<file path="config.mk">
export PLATFORM = sky130hd
export DESIGN_NAME = reset_strap_sampler
export DESIGN_NICKNAME = d
export VERILOG_FILES = /design/src/strap_pkg.sv /design/src/reset_strap_sampler.sv /design/src/strap_sync.sv
export SDC_FILE = /design/constraint.sdc
export NUM_CORES = 1
export LEC_CHECK = 0
export ABC_AREA = 1
export BUFFER_PORTS_ARGS = -buffer_cell sky130_fd_sc_hd__buf_2
export CAP_MARGIN = 20
export CORE_AREA = 2 2 82 84
export CTS_CLUSTER_DIAMETER = 60
export DETAILED_ROUTE_END_ITERATION = 8
export DIE_AREA = 0 0 84 86
export GPL_ROUTABILITY_DRIVEN = 0
export HOLD_SLACK_MARGIN = 0.03
export PLACE_DENSITY = 0.82
export SETUP_SLACK_MARGIN = 0.5
export SYNTH_ARGS = -nofsm -noshare
export SYNTH_HDL_FRONTEND = slang
export SYNTH_SLANG_ARGS = --single-unit
</file>
<file path="constraint.sdc">
create_clock -name i_clk_sys -period 2.2 [get_ports i_clk_sys]
set_input_delay 0.11 -clock i_clk_sys [delete_from_list [all_inputs] [get_ports i_clk_sys]]
set_output_delay 0.11 -clock i_clk_sys [all_outputs]
set_load 0.03 [all_outputs]
</file>
<file path="src/strap_pkg.sv">
// Shared constants for the power-on strap sampler
package strap_pkg;

  // Pin count and field layout of the captured strap word
  localparam int STRAP_W            = 16;
  localparam int SERDES1_SEL_LSB    = 0;
  localparam int SERDES2_PROTO_LSB  = 3;
  localparam int PLAT_RATIO_LSB     = 6;
  localparam int CORE_RATIO_LSB     = 9;
  localparam int GENERIC_LSB        = 12;
  localparam int FIELD3_W           = 3;
  localparam int GENERIC_W          = 4;

  // Undriven pulled-up pins read high, so the default word is all ones
  localparam logic [STRAP_W-1:0] CFG_RESET_VAL = 16'hFFFF;

  // Clock ratio pins carry no gated pull-up; all others do
  localparam logic [STRAP_W-1:0] PULLUP_MASK   = 16'hF03F;

  // Three-bit code that requests a transceiver power-down
  localparam logic [FIELD3_W-1:0] SERDES_PWRDN_CODE = 3'h0;

  // Platform cycles the pull-up stays on after reset release
  localparam int PULLUP_HOLD_CYC = 8;

  // Synchroniser depth on the strap pins; capture must wait for it
  localparam int SYNC_STAGES = 2;

endpackage

</file>
<file path="src/reset_strap_sampler.sv">
// Power-on strap sampler: pin direction, gated pull-ups and latched configuration
//
// Function
// - Strap pins are inputs, output drivers off, while hard reset is held.
// - Pin levels are captured when the window after reset release closes and kept as configuration.
// - After release the receiver turns off and pins follow functional outputs.
// - Gated pull-up on during reset and a few cycles after release.
// - Pull-up is off whenever the strap receiver is off.
// - A sampled high selects the default; low picks a non-default setting.
// - Platform and core clock ratio pins never get the gated pull-up.
// - First transceiver select field can power down the first transceiver.
// - Second transceiver protocol field can power down the second transceiver.
//
// The window lasts HOLD_CYC clocks after release, never fewer than the
// synchroniser depth plus one. The word kept is the pin level two clocks
// before the window closes, so straps must stay steady until then.
module reset_strap_sampler
  import strap_pkg::*;
#(
  parameter int N_STRAP  = STRAP_W,
  parameter int HOLD_CYC = PULLUP_HOLD_CYC
) (
  input  wire logic               i_clk_sys,
  input  wire logic               i_rstn,
  input  wire logic [N_STRAP-1:0] i_strap_pin_in,
  input  wire logic [N_STRAP-1:0] i_func_out,
  input  wire logic [N_STRAP-1:0] i_func_oe,
  output logic      [N_STRAP-1:0] o_strap_pin_out,
  output logic      [N_STRAP-1:0] o_strap_pin_oe,
  output logic      [N_STRAP-1:0] o_pullup_en,
  output logic                    o_rx_en,
  output logic      [N_STRAP-1:0] o_cfg,
  output logic                    o_cfg_valid,
  output logic                    o_cfg_load,
  output logic      [FIELD3_W-1:0] o_plat_ratio,
  output logic      [FIELD3_W-1:0] o_core_ratio,
  output logic                    o_serdes1_pwrdn,
  output logic                    o_serdes2_pwrdn
);

  // Capture cannot precede the synchroniser filling after release
  localparam int HOLD_MIN = SYNC_STAGES + 1;
  localparam int HOLD_EFF = (HOLD_CYC < HOLD_MIN) ? HOLD_MIN : HOLD_CYC;
  // Counter just wide enough to reach the window length
  localparam int CNT_W    = $clog2(HOLD_EFF + 1);
  // Count seen on the capture edge
  localparam logic [CNT_W-1:0] CNT_LAST = CNT_W'(HOLD_EFF - 1);
  localparam logic [CNT_W-1:0] CNT_ONE  = CNT_W'(1);

  // Two phases only: the strap window and normal running
  typedef enum logic [0:0] {
    ST_SAMPLE,
    ST_RUN
  } phase_t;

  // Power-down request from a three-bit strap field
  function automatic logic pwrdn_req(input logic [FIELD3_W-1:0] field);
    pwrdn_req = (field == SERDES_PWRDN_CODE);
  endfunction

  logic [N_STRAP-1:0]  pin_sync;

  // Sequencer state
  phase_t              phase_r;
  phase_t              phase_nxt;
  logic [CNT_W-1:0]    cnt_r;
  logic [CNT_W-1:0]    cnt_nxt;
  logic [N_STRAP-1:0]  pullup_r;
  logic [N_STRAP-1:0]  pullup_nxt;
  logic                rx_en_r;
  logic                rx_en_nxt;

  // Pad drivers
  logic [N_STRAP-1:0]  pin_out_r;
  logic [N_STRAP-1:0]  pin_out_nxt;
  logic [N_STRAP-1:0]  pin_oe_r;
  logic [N_STRAP-1:0]  pin_oe_nxt;

  // Captured configuration
  logic [N_STRAP-1:0]  cfg_r;
  logic [N_STRAP-1:0]  cfg_nxt;
  logic                cfg_valid_r;
  logic                cfg_valid_nxt;
  logic                cfg_load_r;
  logic                cfg_load_nxt;
  logic                s1_pwrdn_r;
  logic                s1_pwrdn_nxt;
  logic                s2_pwrdn_r;
  logic                s2_pwrdn_nxt;

  // Decode shared by the groups
  logic                capture_now;
  logic                run_phase;

  // Pins come from the board, so they cross into the clock domain first
  strap_sync #(
    .WIDTH     (N_STRAP)
  ) u_sync (
    .i_clk_sys (i_clk_sys),
    .i_rstn    (i_rstn),
    .i_async   (i_strap_pin_in),
    .o_sync    (pin_sync)
  );

  // Capture fires on the last count of the sample window
  assign capture_now = (phase_r == ST_SAMPLE) && (cnt_r == CNT_LAST);
  assign run_phase   = (phase_r == ST_RUN);

  // Sequencer: counts the window after release, then hands the pads over
  always_comb begin
    phase_nxt  = phase_r;
    cnt_nxt    = cnt_r;
    pullup_nxt = pullup_r;
    rx_en_nxt  = rx_en_r;
    case (phase_r)
      ST_SAMPLE: begin
        // Pull-up still on here so the level settles before capture
        cnt_nxt = cnt_r + CNT_ONE;
        if (capture_now) begin
          // Receiver and pull-up drop in the same cycle
          rx_en_nxt  = 1'b0;
          pullup_nxt = '0;
          phase_nxt  = ST_RUN;
        end
      end
      ST_RUN: begin
        // Held off every cycle; only a new hard reset reopens the window
        rx_en_nxt  = 1'b0;
        pullup_nxt = '0;
      end
      default: begin
        // An illegal phase falls back to sampling rather than locking up
        phase_nxt = ST_SAMPLE;
      end
    endcase
  end

  // Reset state is the strap window: receiver on, masked pull-ups
  always_ff @(posedge i_clk_sys or negedge i_rstn) begin
    if (!i_rstn) begin
      phase_r  <= ST_SAMPLE;
      cnt_r    <= '0;
      pullup_r <= PULLUP_MASK[N_STRAP-1:0];
      rx_en_r  <= 1'b1;
    end else begin
      phase_r  <= phase_nxt;
      cnt_r    <= cnt_nxt;
      pullup_r <= pullup_nxt;
      rx_en_r  <= rx_en_nxt;
    end
  end

  // Pads: drivers off while sampling, functional data once running
  always_comb begin
    pin_out_nxt = '0;
    pin_oe_nxt  = '0;
    if (run_phase) begin
      // Functional path adds one flop of latency on the pad outputs
      pin_out_nxt = i_func_out;
      pin_oe_nxt  = i_func_oe;
    end
  end

  // Drivers reset off so the strap resistors are never fought in reset
  always_ff @(posedge i_clk_sys or negedge i_rstn) begin
    if (!i_rstn) begin
      pin_out_r <= '0;
      pin_oe_r  <= '0;
    end else begin
      pin_out_r <= pin_out_nxt;
      pin_oe_r  <= pin_oe_nxt;
    end
  end

  // Configuration: loaded once per reset, frozen afterwards
  always_comb begin
    cfg_nxt       = cfg_r;
    cfg_valid_nxt = cfg_valid_r;
    cfg_load_nxt  = 1'b0;
    s1_pwrdn_nxt  = s1_pwrdn_r;
    s2_pwrdn_nxt  = s2_pwrdn_r;
    if (capture_now) begin
      cfg_nxt       = pin_sync;
      cfg_valid_nxt = 1'b1;
      cfg_load_nxt  = 1'b1;
      s1_pwrdn_nxt  = pwrdn_req(pin_sync[SERDES1_SEL_LSB +: FIELD3_W]);
      s2_pwrdn_nxt  = pwrdn_req(pin_sync[SERDES2_PROTO_LSB +: FIELD3_W]);
    end
  end

  // All-ones default until capture; valid stays low so users wait for load
  always_ff @(posedge i_clk_sys or negedge i_rstn) begin
    if (!i_rstn) begin
      cfg_r       <= CFG_RESET_VAL[N_STRAP-1:0];
      cfg_valid_r <= 1'b0;
      cfg_load_r  <= 1'b0;
      s1_pwrdn_r  <= 1'b0;
      s2_pwrdn_r  <= 1'b0;
    end else begin
      cfg_r       <= cfg_nxt;
      cfg_valid_r <= cfg_valid_nxt;
      cfg_load_r  <= cfg_load_nxt;
      s1_pwrdn_r  <= s1_pwrdn_nxt;
      s2_pwrdn_r  <= s2_pwrdn_nxt;
    end
  end

  // All outputs straight from flops
  assign o_strap_pin_out = pin_out_r;
  assign o_strap_pin_oe  = pin_oe_r;
  assign o_pullup_en     = pullup_r;
  assign o_rx_en         = rx_en_r;
  assign o_cfg           = cfg_r;
  assign o_cfg_valid     = cfg_valid_r;
  assign o_cfg_load      = cfg_load_r;
  assign o_plat_ratio    = cfg_r[PLAT_RATIO_LSB +: FIELD3_W];
  assign o_core_ratio    = cfg_r[CORE_RATIO_LSB +: FIELD3_W];
  assign o_serdes1_pwrdn = s1_pwrdn_r;
  assign o_serdes2_pwrdn = s2_pwrdn_r;

endmodule

</file>
<file path="src/strap_sync.sv">
// Two-stage synchroniser for the strap pins
module strap_sync #(
  parameter int WIDTH = 16
) (
  input  wire logic             i_clk_sys,
  input  wire logic             i_rstn,
  input  wire logic [WIDTH-1:0] i_async,
  output logic      [WIDTH-1:0] o_sync
);

  logic [WIDTH-1:0] meta_r;
  logic [WIDTH-1:0] meta_nxt;
  logic [WIDTH-1:0] sync_r;
  logic [WIDTH-1:0] sync_nxt;

  // First stage feeds only the second stage
  always_comb begin
    meta_nxt = i_async;
    sync_nxt = meta_r;
  end

  // Reset to ones, matching the pulled-up idle level
  always_ff @(posedge i_clk_sys or negedge i_rstn) begin
    if (!i_rstn) begin
      meta_r <= '1;
      sync_r <= '1;
    end else begin
      meta_r <= meta_nxt;
      sync_r <= sync_nxt;
    end
  end

  assign o_sync = sync_r;

endmodule
</file>
==> Yosys cells after proc, flatten, opt, wreduce, memory -nomap -nowiden <==
Cells that the tools add are included.
{ "word_totals": {"ff_bits": 106, "in_bits": 50, "word_cells": 28} }
{ "classes": {"n_addsub": 1, "n_eq_ne": 2, "mux": 8, "bitwise_logic": 1, "n_reduce_logical": 3} }
{ "ops": {"columns": ["operator", "n"], "rows": [
  ["$mux W16", 3],
  ["$pmux W16 S2", 1],
  ["$logic_not A3 Y1", 2],
  ["$add A4 B1 Y4 const B", 1],
  ["$eq A4 B3 Y1 const B", 1],
  ["$mux W1", 3],
  ["$ne A2 B2 Y1 const B", 1],
  ["$pmux W1 S2", 1],
  ["$logic_and A1 B1 Y1", 1],
  ["$not A1 Y1", 1]
]} }

==> Longest topological paths before layout <==
Gate-level depths: netlist of the first run.
{ "depth": {"ltp_word": 4, "ltp_mapped": 7, "mapped_depth_nobuf": 6} }

==> Modules after synthesis <==
A second synthesis of the first run with hierarchy kept.
{ "unflattened": {"hier_cells": 270, "hier_area_um2": 3164.3} }
{ "by_module_without_submodules": {"columns": ["mod", "n_inst", "cells_per_inst", "area_per_inst_um2", "seq_area_each_um2"], "rows": [
  ["reset_strap_sampler", 1, 238, 2323.5, 1472.7],
  ["strap_sync", 1, 32, 840.8, 840.8]
]} }

==> Worst setup path after synthesis of the first run <==
OpenSTA, ideal clock, no wires.
{ "synth_path": {"path_type": "register to register", "from": "reg cnt_r[0]", "to": "reg cfg_valid_r, in the netlist o_cfg_valid", "t_arrival_ps": 1046, "setup_slack_ps": 1037, "stages_incl_launch_ff": 7, "path_buffers": 1, "period_less_slack_ps": 1163, "cell_sequence": "dfrtp_1 > ha_1 > nand2_2 > nor2_8 > nand2_4 > buf_6 > nand2_1"} }
{ "synth_between": {"elab_chain_len": 2} }
{ "synth_lines": {"columns": ["item", "line", "source"], "rows": [
  ["from (decl)", "reset_strap_sampler.sv:66", "logic [CNT_W-1:0] cnt_r;"],
  ["from (signal assigned)", "reset_strap_sampler.sv:147", "cnt_r <= cnt_nxt;"],
  ["$eq A4 B3 Y1", "reset_strap_sampler.sv:106", "assign capture_now = (phase_r == ST_SAMPLE) && (cnt_r == CNT_LAST);"],
  ["$logic_and A1 B1 Y1", "reset_strap_sampler.sv:106", null],
  ["to (signal assigned)", "reset_strap_sampler.sv:201", "cfg_valid_r <= cfg_valid_nxt;"],
  ["to (decl)", "reset_strap_sampler.sv:82", "logic cfg_valid_r;"]
]} }
Every way passes these cells.
A chain may end at the register's enable or synchronous reset.

==> Worst setup path after layout of the first run <==
{ "layout_path": {"from": "reg cnt_r[1]", "to": "reg s2_pwrdn_r, in the netlist o_serdes2_pwrdn"} }
{ "layout_between": {"elab_chain_len": 2} }
{ "layout_lines": {"columns": ["item", "line", "source"], "rows": [
  ["$eq A4 B3 Y1", "reset_strap_sampler.sv:106", null],
  ["$logic_and A1 B1 Y1", "reset_strap_sampler.sv:106", null],
  ["to (signal assigned)", "reset_strap_sampler.sv:204", "s2_pwrdn_r <= s2_pwrdn_nxt;"],
  ["to (decl)", "reset_strap_sampler.sv:88", "logic s2_pwrdn_r;"]
]} }
Every way passes these cells.

==> results.md, run 1 <==
- Buf/Inv on CP: 0
- Clock power frac: 36.5%
- Worst path arrival time: 1.63 ns
- Setup_tns: 0 ns
- Antenna Nets Post-Route: 0
- I/O pin count: 125
- Pre-CTS setup slack: 0.838 ns
- CP Cell Sequence: ha_1, nand2_2, nor2_8, nand2_4, nand2_1, nand2_1
- Avg Inst Size Synth: 11.7 sq um
- Startpoint types: flop
- Core area: 0.00628 sq mm
- Worst endpoint required time: between 2 and 2.5 ns
- Initial antenna violation count: 0
- Setup Fix Bufs, Post-CTS: 0
- Max FO, Critical Path: 19
- Reg2Reg Depth: 6
- Yosys top cell by area: dfstp_2
- Setup Skew: between 0.01 and 0.015 ns
- WL final: 6680 microns
- Final min period: 1.38 ns
- Hold Crit Class: in -> async
- Slew @ Worst Pin: 0.548 ns
- DRC: 0
- Cell Area, Synth: 0.00316 sq mm
- Starting Density: 50.4%
- Final net count: 478
- Sw frac: roughly a quarter
- Distinct cells, synth: 19
- Skew-Pair Late Insertion Delay: ~0.35 ns
- Port bufs: 118
- Dpl hpwl: 4090 microns
- Drt via density: 4.32
- Dpl cells: 444
- Critical path launch point: cnt_r[1]
- Relative slew margins: 63.4%
- # hold bufs at CTS: 49
- Clock-pin slew on the worst setup and hold paths: approximately 0.090 ns
- Vias in the first global route: 2332
- RSZ-0062 raised after global routing: no
- Max Slew Vio Count: 0
- CTS tree: done
- Reg power frac: 52.7%
- Final WS setup: 0.817 ns
- Maxcap violations: 0
- Post-synth top area share: 40.7%
- DIE AREA: 0.00722 sq mm
- TritonCTS Buffers: 9
- Switching pwr: 0.824 mW
- Most frequent cells in the layout: 117 x buf_2, 79 x nand2_1, 49 x dlygate4sd3_1, 49 x dfstp_2, 41 x dfrtp_1
- Crit path top cell by count: nand2_1
- Worst Setup End Kind: flop
- Clk buf depth: 2
- DRT iter0 DRCs: 141
- CTS Root Cell: clkbuf_8
- Die H: 86 microns
- Fmax: 723 MHz
- Status: completed
- Share of layout cells above drive strength 1: 44.2%
- R2r startpoint: cnt_r[1]
- Synth area leaders: dfstp_2 41%, dfrtp_1 32%, nand2_1 9.4%
- Peak supply drop: ~0.40 mV
- Total gr overflow: 0
- GRT Resource Usage Total: 19.4%
- Fin crit share: between 60% and 70%
- Final setup vio count: 0
- Pre-antenna DRT Iters: 4
- Slowest cell delay on critical path: 0.38 ns
- CP max-delay cell: dfrtp_1
- Die W: approximately 84 microns
- WL per Instance: 13.1 microns
- Leakage: 2.43 nW
- Synth warn: 0
- Routed vias: 2200
- Cell-internal power: 2.58 mW
- Cells after Synth: 270
- Largest net degree at the start of global routing: 48
- Area Growth Syn to Fin: 39.3%
- Most common cell after layout, fill and taps aside: buf_2
- Critical path type: reg -> reg
- CTS Sinks: 90
- PD cells: 772 mW/mm^2
- Final Hold Fails: 0
- Ant diodes: 0
- CP delay by family, top: simple AND/OR/NAND/NOR gates
- First-pass GRT wire length: between 10000 and 15000 microns
- R2R Path End: o_serdes2_pwrdn
- # rows: 29
- Sequential fraction of the synthesis area: 73.1%
- H-tree levels: 3
- Reg-to-reg slack, setup: 0.82 ns
- Gate power share: roughly 11%
- CTS resizes: 0
- #FFs+latches synth: 90
- Non-filler cells, final: approximately 510
## how the worst max path moves through the flow
stage                      endpoint  slack (ns)  cells past startpoint
floorplan               o_cfg_valid        1.04                      6
global placement    o_serdes2_pwrdn        0.93                      6
detailed placement  o_serdes1_pwrdn        0.84                      6
CTS                 o_serdes2_pwrdn        0.81                      6
global route        o_serdes2_pwrdn        0.71                      6
finish              o_serdes2_pwrdn        0.82                      6
## sequential cells by signal, indices dropped and copies added (netlist names), 4 cells and up
| name | count |
|---|---|
| o_strap_pin_out | 16 |
| u_sync.meta_r | 16 |
| cnt_r | 4 |
| o_cfg | 16 |
| u_sync.o_sync | 16 |
| o_strap_pin_oe | 16 |
## final cells by class
class	instances	area, sq um
flip-flops and latches	90	2310
fillers	434	1870
repair buffers	171	1110
multi-input cells	115	503
clock buffers	12	178
inverters	40	150
well taps	77	96.3
clock inverters	4	52.6
## synthesized netlist by cell type
cell type and number:
conb_1 1, dfrtp_1 41, nor2_1 4, o21ai_1 1
buf_4 24, nand2_1 79, inv_1 39, xor2_1 1
nand2_4 1, nor2_8 1, buf_6 1, nor3_1 2
nor3_2 1, buf_2 5, nand2_2 1, dfstp_2 49
nand3_1 17, ha_1 1, inv_2 1
## stage by stage
step	power (mW)	utilization, %	instance area (sq um)	hold slack, ns
6_report	3.40	70.2	4410	0.293
2_1_floorplan	1.99	-	3180	-0.186
3_3_place_gp	2.11	58.7	3690	0.133
4_1_cts	3.43	70.2	4410	0.307
3_5_place_dp	2.12	58.7	3690	0.142
5_1_grt	3.54	70.2	4410	0.354
## cell families after synthesis
family	synth area share, %
simple gates	14.4
flops	73.1
buf+inv	11.6
compound gates	0.158
xor+xnor	0.277
fa+ha+maj	0.395
other cells	0.119
## per-layer routing
layer  track usage (%)  up-vias  wire length (microns)
met5                 0        -                      0
met4              11.0        0                    196
met3              4.72       18                    393
met2              34.0       77                   3530
met1              21.9     1027                   2550
li1                  -     1078                      -
## power by group through the flow
stage               Clock (mW)  Sequential (mW)  Combinational (mW)
finish                    1.24             1.79               0.369
global route              1.34             1.80               0.398
CTS                       1.27             1.79               0.367
detailed placement           0             1.82               0.299
global placement             0             1.82               0.291
floorplan                    0             1.92              0.0761
(Power assumes the default switching activity.)
==> run 2, diff against run 1 <==
CORE_AREA = 2 2 85 87   (was 2 2 82 84)
DIE_AREA = 0 0 87 89   (was 0 0 84 86)
PLACE_DENSITY = 0.77   (was 0.82)
clock period = 1.4 ns   (was 2.2 ns; I/O delays follow)
==> run 2 against run 1 <==
- fmax is 8.3% higher
- sequential share of layout area shrank 12 points
- sequential cell count unchanged
- wire length up 40%
- clock power rose by 20%
- critical path type unchanged
- highest routed layer unchanged
==> results.md, run 2 (synthesis results as in run 1) <==
- Non-filler cells, final: 549 (+7.9%)
- Switching pwr: 1.32 mW (+61%)
- Total gr overflow: 0 (unchanged)
- Ant diodes: 0 (unchanged)
- Critical path type: reg -> reg
- CTS tree: done
- Max Slew Vio Count: 0 (unchanged)
- Initial antenna violation count: 0 (unchanged)
- WL per Instance: 17.0 microns (+30%)
- Pre-antenna DRT Iters: 4 (unchanged)
- Drt via density: 4.62 (+6.8%)
- Dpl hpwl: 3840 microns (-6.2%)
- Port bufs: 118 (unchanged)
- Setup_tns: 0 ns (unchanged)
- CP Cell Sequence: ha_4, nand2_4, nor2_8, buf_6, buf_8, nand3_1, nand2_1
- Vias in the first global route: 2756 (+18%)
- Clock-pin slew on the worst setup and hold paths: 0.09 ns (about the same)
- I/O pin count: 125 (unchanged)
- First-pass GRT wire length: 13400 microns (+24%)
- Setup Skew: 0.0181 ns (+0.00730 ns)
- Buf/Inv on CP: 2 (+2)
- Cell-internal power: 3.81 mW (+48%)
- Peak supply drop: 0.705 mV (+77%)
- Hold Crit Class: in -> async
- Area Growth Syn to Fin: 79.8%
- Overall power: 5.13 mW (+51%)
- Largest net degree at the start of global routing: 37 (-23%)
- DRC: 0 (unchanged)
- CTS Sinks: 90 (unchanged)
- PD cells: 902 mW/mm^2 (+17%)
- Dpl cells: 448 (+0.90%)
- Startpoint types: flop
- Skew-Pair Late Insertion Delay: 0.35 ns (about the same)
- Sw frac: 25.8% (+1.5 points)
- Share of layout cells above drive strength 1: 64.0% (+20 points)
- Core area: 0.00672 sq mm (+7.0%)
- Critical path launch point: cnt_r[0]
- Layout Cell Area excl Fill: 0.00569 sq mm (+29%)
- # rows: 30 (+3.4%)
- Slowest cell delay on critical path: 0.40 ns (+0.02 ns)
- Final net count: 515 (+7.7%)
- CP delay by family, top: flip-flops
- Final setup vio count: 0 (unchanged)
- Maxcap violations: 0 (unchanged)
- Clock power frac: 29.1% (-7.4 points)
- Fin crit share: 91.2% (+28 points)
- WHS: 0.154 ns (-0.139 ns)
- WL final: 9360 microns (+40%)
- Leakage: 2.82 nW (+16%)
- Die W: 87 microns (+3.6%)
- Final min period: 1.28 ns (-0.106 ns)
- Die H: 89 microns (+3.5%)
- DRT iter0 DRCs: 81 (-43%)
- DIE AREA: 0.00774 sq mm (+7.2%)
- Placed cell area: 0.00373 sq mm (+1.1%)
- TritonCTS Buffers: 9 (unchanged)
- GRT Resource Usage Total: 23.6% (+4.1 points)
- Fmax: 783 MHz (+8.3%)
- Gate power share: 15.4% (+4.5 points)
- R2r startpoint: cnt_r[0]
- CTS Root Cell: clkbuf_8
- Most common cell after layout, fill and taps aside: buf_6
- Final Hold Fails: 0 (unchanged)
- Worst Setup End Kind: flop
- Reg power frac: 55.5% (+2.8 points)
- Starting Density: 47.1% (-3.3 points)
- RSZ-0062 raised after global routing: yes
- Worst endpoint required time: 1.69 ns (-0.76 ns)
- Most frequent cells in the layout: 64 x buf_6, 49 x dlygate4sd3_1, 48 x buf_2, 48 x dfstp_2, 40 x dfrtp_1
- Status: completed
- CP max-delay cell: dfrtp_1
- Antenna Nets Post-Route: 0 (unchanged)
- H-tree levels: 3 (unchanged)
- Worst path arrival time: 1.57 ns (-0.06 ns)
- Max FO, Critical Path: 8 (-11)
- Clk buf depth: 2 (unchanged)
- Routed vias: 2534 (+15%)
[run 2: changes by cell type in the layout (fill, tap and decap cells not counted), moves of 16 or more]
cell	before	now
buf_2	117	48
buf_6	0	64
nand2_1	79	32
nand2_4	1	32
buf_4	5	28
nand2_2	1	17
[run 2: worst reg2reg max path, stage by stage (launching register included)]
cell and delay (ns):
dfrtp_1 0.40, ha_4 0.17, nand2_4 0.07, nor2_8 0.16
buf_6 0.12, buf_8 0.12, nand3_1 0.10, nand2_1 0.08
[run 2: power groups by stage]
stage                     clock [mW]  combinational, mW  sequential, mW
final                           1.49              0.789            2.85
after global placement             0              0.465            2.86
after CTS                       1.51              0.714            2.84
after floorplan                    0              0.119            3.01
after detailed placement           0              0.473            2.86
after global routing            1.65              0.838            2.86
[run 2: stage by stage]
| stage | utilization, % | setup WS [ns] |
|---|---|---|
| 4_1_cts | 79.7 | 0.112 |
| 3_3_place_gp | 55.5 | 0.250 |
| 3_5_place_dp | 55.5 | 0.195 |
| 6_report | 84.7 | 0.124 |
| 2_1_floorplan | - | 0.255 |
| 5_1_grt | 84.7 | 0.0661 |
[run 2: area by class of cell]
cell class                      instances  area, sq um
Sequential cell                        90         2320
Timing Repair Buffer                  203         1960
Fill cell                             320         1030
Multi-Input combinational cell        118          953
Inverter                               40          176
Clock buffer                           14          143
Tap cell                               80          100
Timing Repair inverter                  2         20.0
Clock inverter                          2         16.3
[run 2: worst paths after layout]
check / slack [ns] / cells after the start / to
worst max register to register: 0.12 / 7 / o_cfg[11]
max in group asynchronous: 0.64 / 3 / u_sync.meta_r[7]
worst max-delay path: 0.12 / 7 / o_cfg[11]
worst min-delay path: 0.15 / 2 / o_serdes1_pwrdn
worst min register to register: 0.35 / 0 / u_sync.o_sync[8]
min in group i_clk_sys: 0.35 / 0 / u_sync.o_sync[8]
[run 2: routing by layer]
layer  wire [microns]  vias to the layer above  track usage, %
li1                 -                     1160               -
met1             2960                     1228            22.6
met2             5520                      116            46.4
met3              549                       30            8.13
met4              338                        0            7.81
met5                0                        -               0
[run 2: what timing repair did]
item | in CTS | in global routing
gates cloned | 9 | 0
gates resized for setup | 206 | 56
buffers inserted | 17 | 10
pin swaps | 15 | 19
setup endpoints to repair | 127 | 144
hold buffers | 49 | 0
endpoints found under the hold margin | 104 | 0
==> run 3, diff against run 2 <==
CORE_AREA = 2 2 92 94   (was 2 2 85 87)
DIE_AREA = 0 0 94 96   (was 0 0 87 89)
PLACE_DENSITY = 0.67   (was 0.77)
==> run 3 against run 2 <==
- highest routed layer unchanged
- largest power group unchanged
- cell count grew 6.2%
- sequential power is essentially flat
- register-to-register slack lost 0.02 ns
==> results.md, run 3 (synthesis results as in run 1) <==
- Status: completed
- CTS tree: done
- WL per Instance: 16.3 microns (-4.7%)
- Clock-pin slew on the worst setup and hold paths: 0.09 ns (about the same)
- Largest net degree at the start of global routing: 35 (-5.4%)
- CP Capture Point: o_serdes1_pwrdn
- Worst Setup End Kind: flop
- Ant diodes: 0 (unchanged)
- Die H: 96 microns (+7.9%)
- Pre-CTS setup slack: 0.194 ns (-0.00114 ns)
- I/O pin count: 125 (unchanged)
- Final WS setup: 0.0992 ns (-0.0244 ns)
- Most common cell after layout, fill and taps aside: buf_6
- GRT Resource Usage Total: 19.9% (-3.6 points)
- TritonCTS Buffers: 9 (unchanged)
- Hold Crit Class: in -> async
- DIE AREA: 0.00902 sq mm (+17%)
- Antenna Nets Post-Route: 0 (unchanged)
- Core area: 0.00805 sq mm (+20%)
- Setup Skew: 0.0121 ns (-0.00600 ns)
- Port bufs: 118 (unchanged)
- PD cells: 910 mW/mm^2 (+0.90%)
- CTS Sinks: 90 (unchanged)
- RSZ-0062 raised after global routing: yes
- Startpoint types: flop
- # rows: 33 (+10%)
- DRC: 0 (unchanged)
- Total gr overflow: 0 (unchanged)
- Reg2Reg Depth: 7 (unchanged)
- Max FO, Critical Path: 8 (unchanged)
- Final Hold Fails: 0 (unchanged)
- Drt via density: 4.39 (-5.0%)
- Die W: 94 microns (+8.0%)
- H-tree levels: 3 (unchanged)
- Reg-to-reg slack, setup: 0.1 ns (-0.02 ns)
- Area Growth Syn to Fin: 84.9%
- Final min period: 1.30 ns (+0.0244 ns)
- Skew-Pair Late Insertion Delay: 0.36 ns (about the same)
- Share of layout cells above drive strength 1: 68.0% (+4.0 points)
- CTS Root Cell: clkbuf_8
- Dpl hpwl: 3880 microns (+1.2%)
- Vias in the first global route: 2733 (-0.83%)
- Maxcap violations: 0 (unchanged)
- First-pass GRT wire length: 13400 microns (-0.31%)
- WL final: 9480 microns (+1.2%)
- Starting Density: 39.3% (-7.8 points)
- R2R Path End: o_serdes1_pwrdn
- Fmax: 769 MHz (-1.9%)
- Worst path arrival time: 1.56 ns (about the same)
- Max Slew Vio Count: 0 (unchanged)
- Peak supply drop: 0.512 mV (-27%)
- Final net count: 524 (+1.7%)
- Filler cells: 501 (+57%)
- Clk buf depth: 2 (unchanged)
- Fin crit share: 92.9% (+1.7 points)
- Routed vias: 2557 (+0.91%)
- R2r startpoint: cnt_r[1]
- Most frequent cells in the layout: 68 x buf_6, 49 x dlygate4sd3_1, 48 x buf_2, 48 x dfstp_2, 40 x dfrtp_1
- Setup_tns: 0 ns (unchanged)
- Initial antenna violation count: 0 (unchanged)
- DRT iter0 DRCs: 51 (-37%)
- Critical path launch point: cnt_r[1]
- Critical path type: reg -> reg
- Leakage: 2.89 nW (+2.6%)
- Final setup vio count: 0 (unchanged)
- Pre-antenna DRT Iters: 4 (unchanged)
- Worst endpoint required time: 1.66 ns (-0.03 ns)
## run 3: changes by cell type in the layout (fill, tap and decap cells not counted), sizes merged
cell      before  now
clkinv         2    3
clkinvlp       1    0
clkbuf        14   11
buf          154  163
inv           41   44
## run 3: how the worst min path moves through the flow
stage	start	depth (start not counted)	slack [ns]	to
after floorplan	i_rstn	0	-0.23	cnt_r[0]
after global placement	i_rstn	1	0.04	o_strap_pin_out[2]
after detailed placement	i_rstn	1	0.05	o_strap_pin_out[2]
after CTS	i_rstn	2	0.21	o_strap_pin_out[2]
after global routing	i_rstn	2	0.22	o_serdes2_pwrdn
final	i_rstn	2	0.22	o_strap_pin_out[6]
## run 3: area by class of cell
type	instances	area, sq um	area share (%)
timing repair inverter	2	32.5	0.556
inverter	40	166	2.84
clock buffer	11	151	2.59
tap	105	131	2.25
clock inverter	5	33.8	0.577
timing repair buffer	212	2030	34.7
sequential	90	2320	39.6
multi-input combinational	118	988	16.9
## run 3: layer usage
layer | global-route usage, % | part of all wire, % | routed length [microns]
met1 | 21.1 | 35 | 3320
met2 | 37.7 | 58 | 5480
met3 | 4.23 | 4.2 | 399
met4 | 9.42 | 2.9 | 274
met5 | 0 | 0 | 0
## run 3: critical path, cell delays in order, from the launching register on
cell and delay, ns:
dfrtp_1 0.41, ha_4 0.18, nand2_8 0.06, nor2_8 0.21
buf_12 0.15, nand2_8 0.07, nand2_2 0.06, nand2_1 0.05
## run 3: what timing repair did
item / 4_1_cts / 5_1_grt
setup buffers: 22 / 15
cloned: 9 / 0
hold endpoints to repair: 111 / 0
gates resized for setup: 203 / 75
hold buffers: 49 / 0
pin swaps: 18 / 16
setup endpoints to repair: 127 / 127
## run 3: where the power goes
part	internal, mW	total [mW]	leakage, nW	switching, mW
Sequential	2.78	2.85	0.998	0.0749
Combinational	0.390	0.792	1.79	0.402
Clock	0.751	1.68	0.100	0.934
Total	3.92	5.33	2.89	1.41
## run 3: metrics by stage
| stage | hold slack [ns] | util (%) | cell area (sq um) | cells | power [mW] |
|---|---|---|---|---|---|
| after floorplan | -0.226 | - | 3250 | 275 | 3.13 |
| after global placement | 0.0434 | 46.7 | 3760 | 472 | 3.33 |
| after detailed placement | 0.0471 | 46.7 | 3760 | 472 | 3.34 |
| after CTS | 0.208 | 67.8 | 5460 | 568 | 5.26 |
| after global routing | 0.223 | 72.7 | 5850 | 583 | 5.55 |
| final | 0.219 | 72.7 | 5850 | 583 | 5.33 |
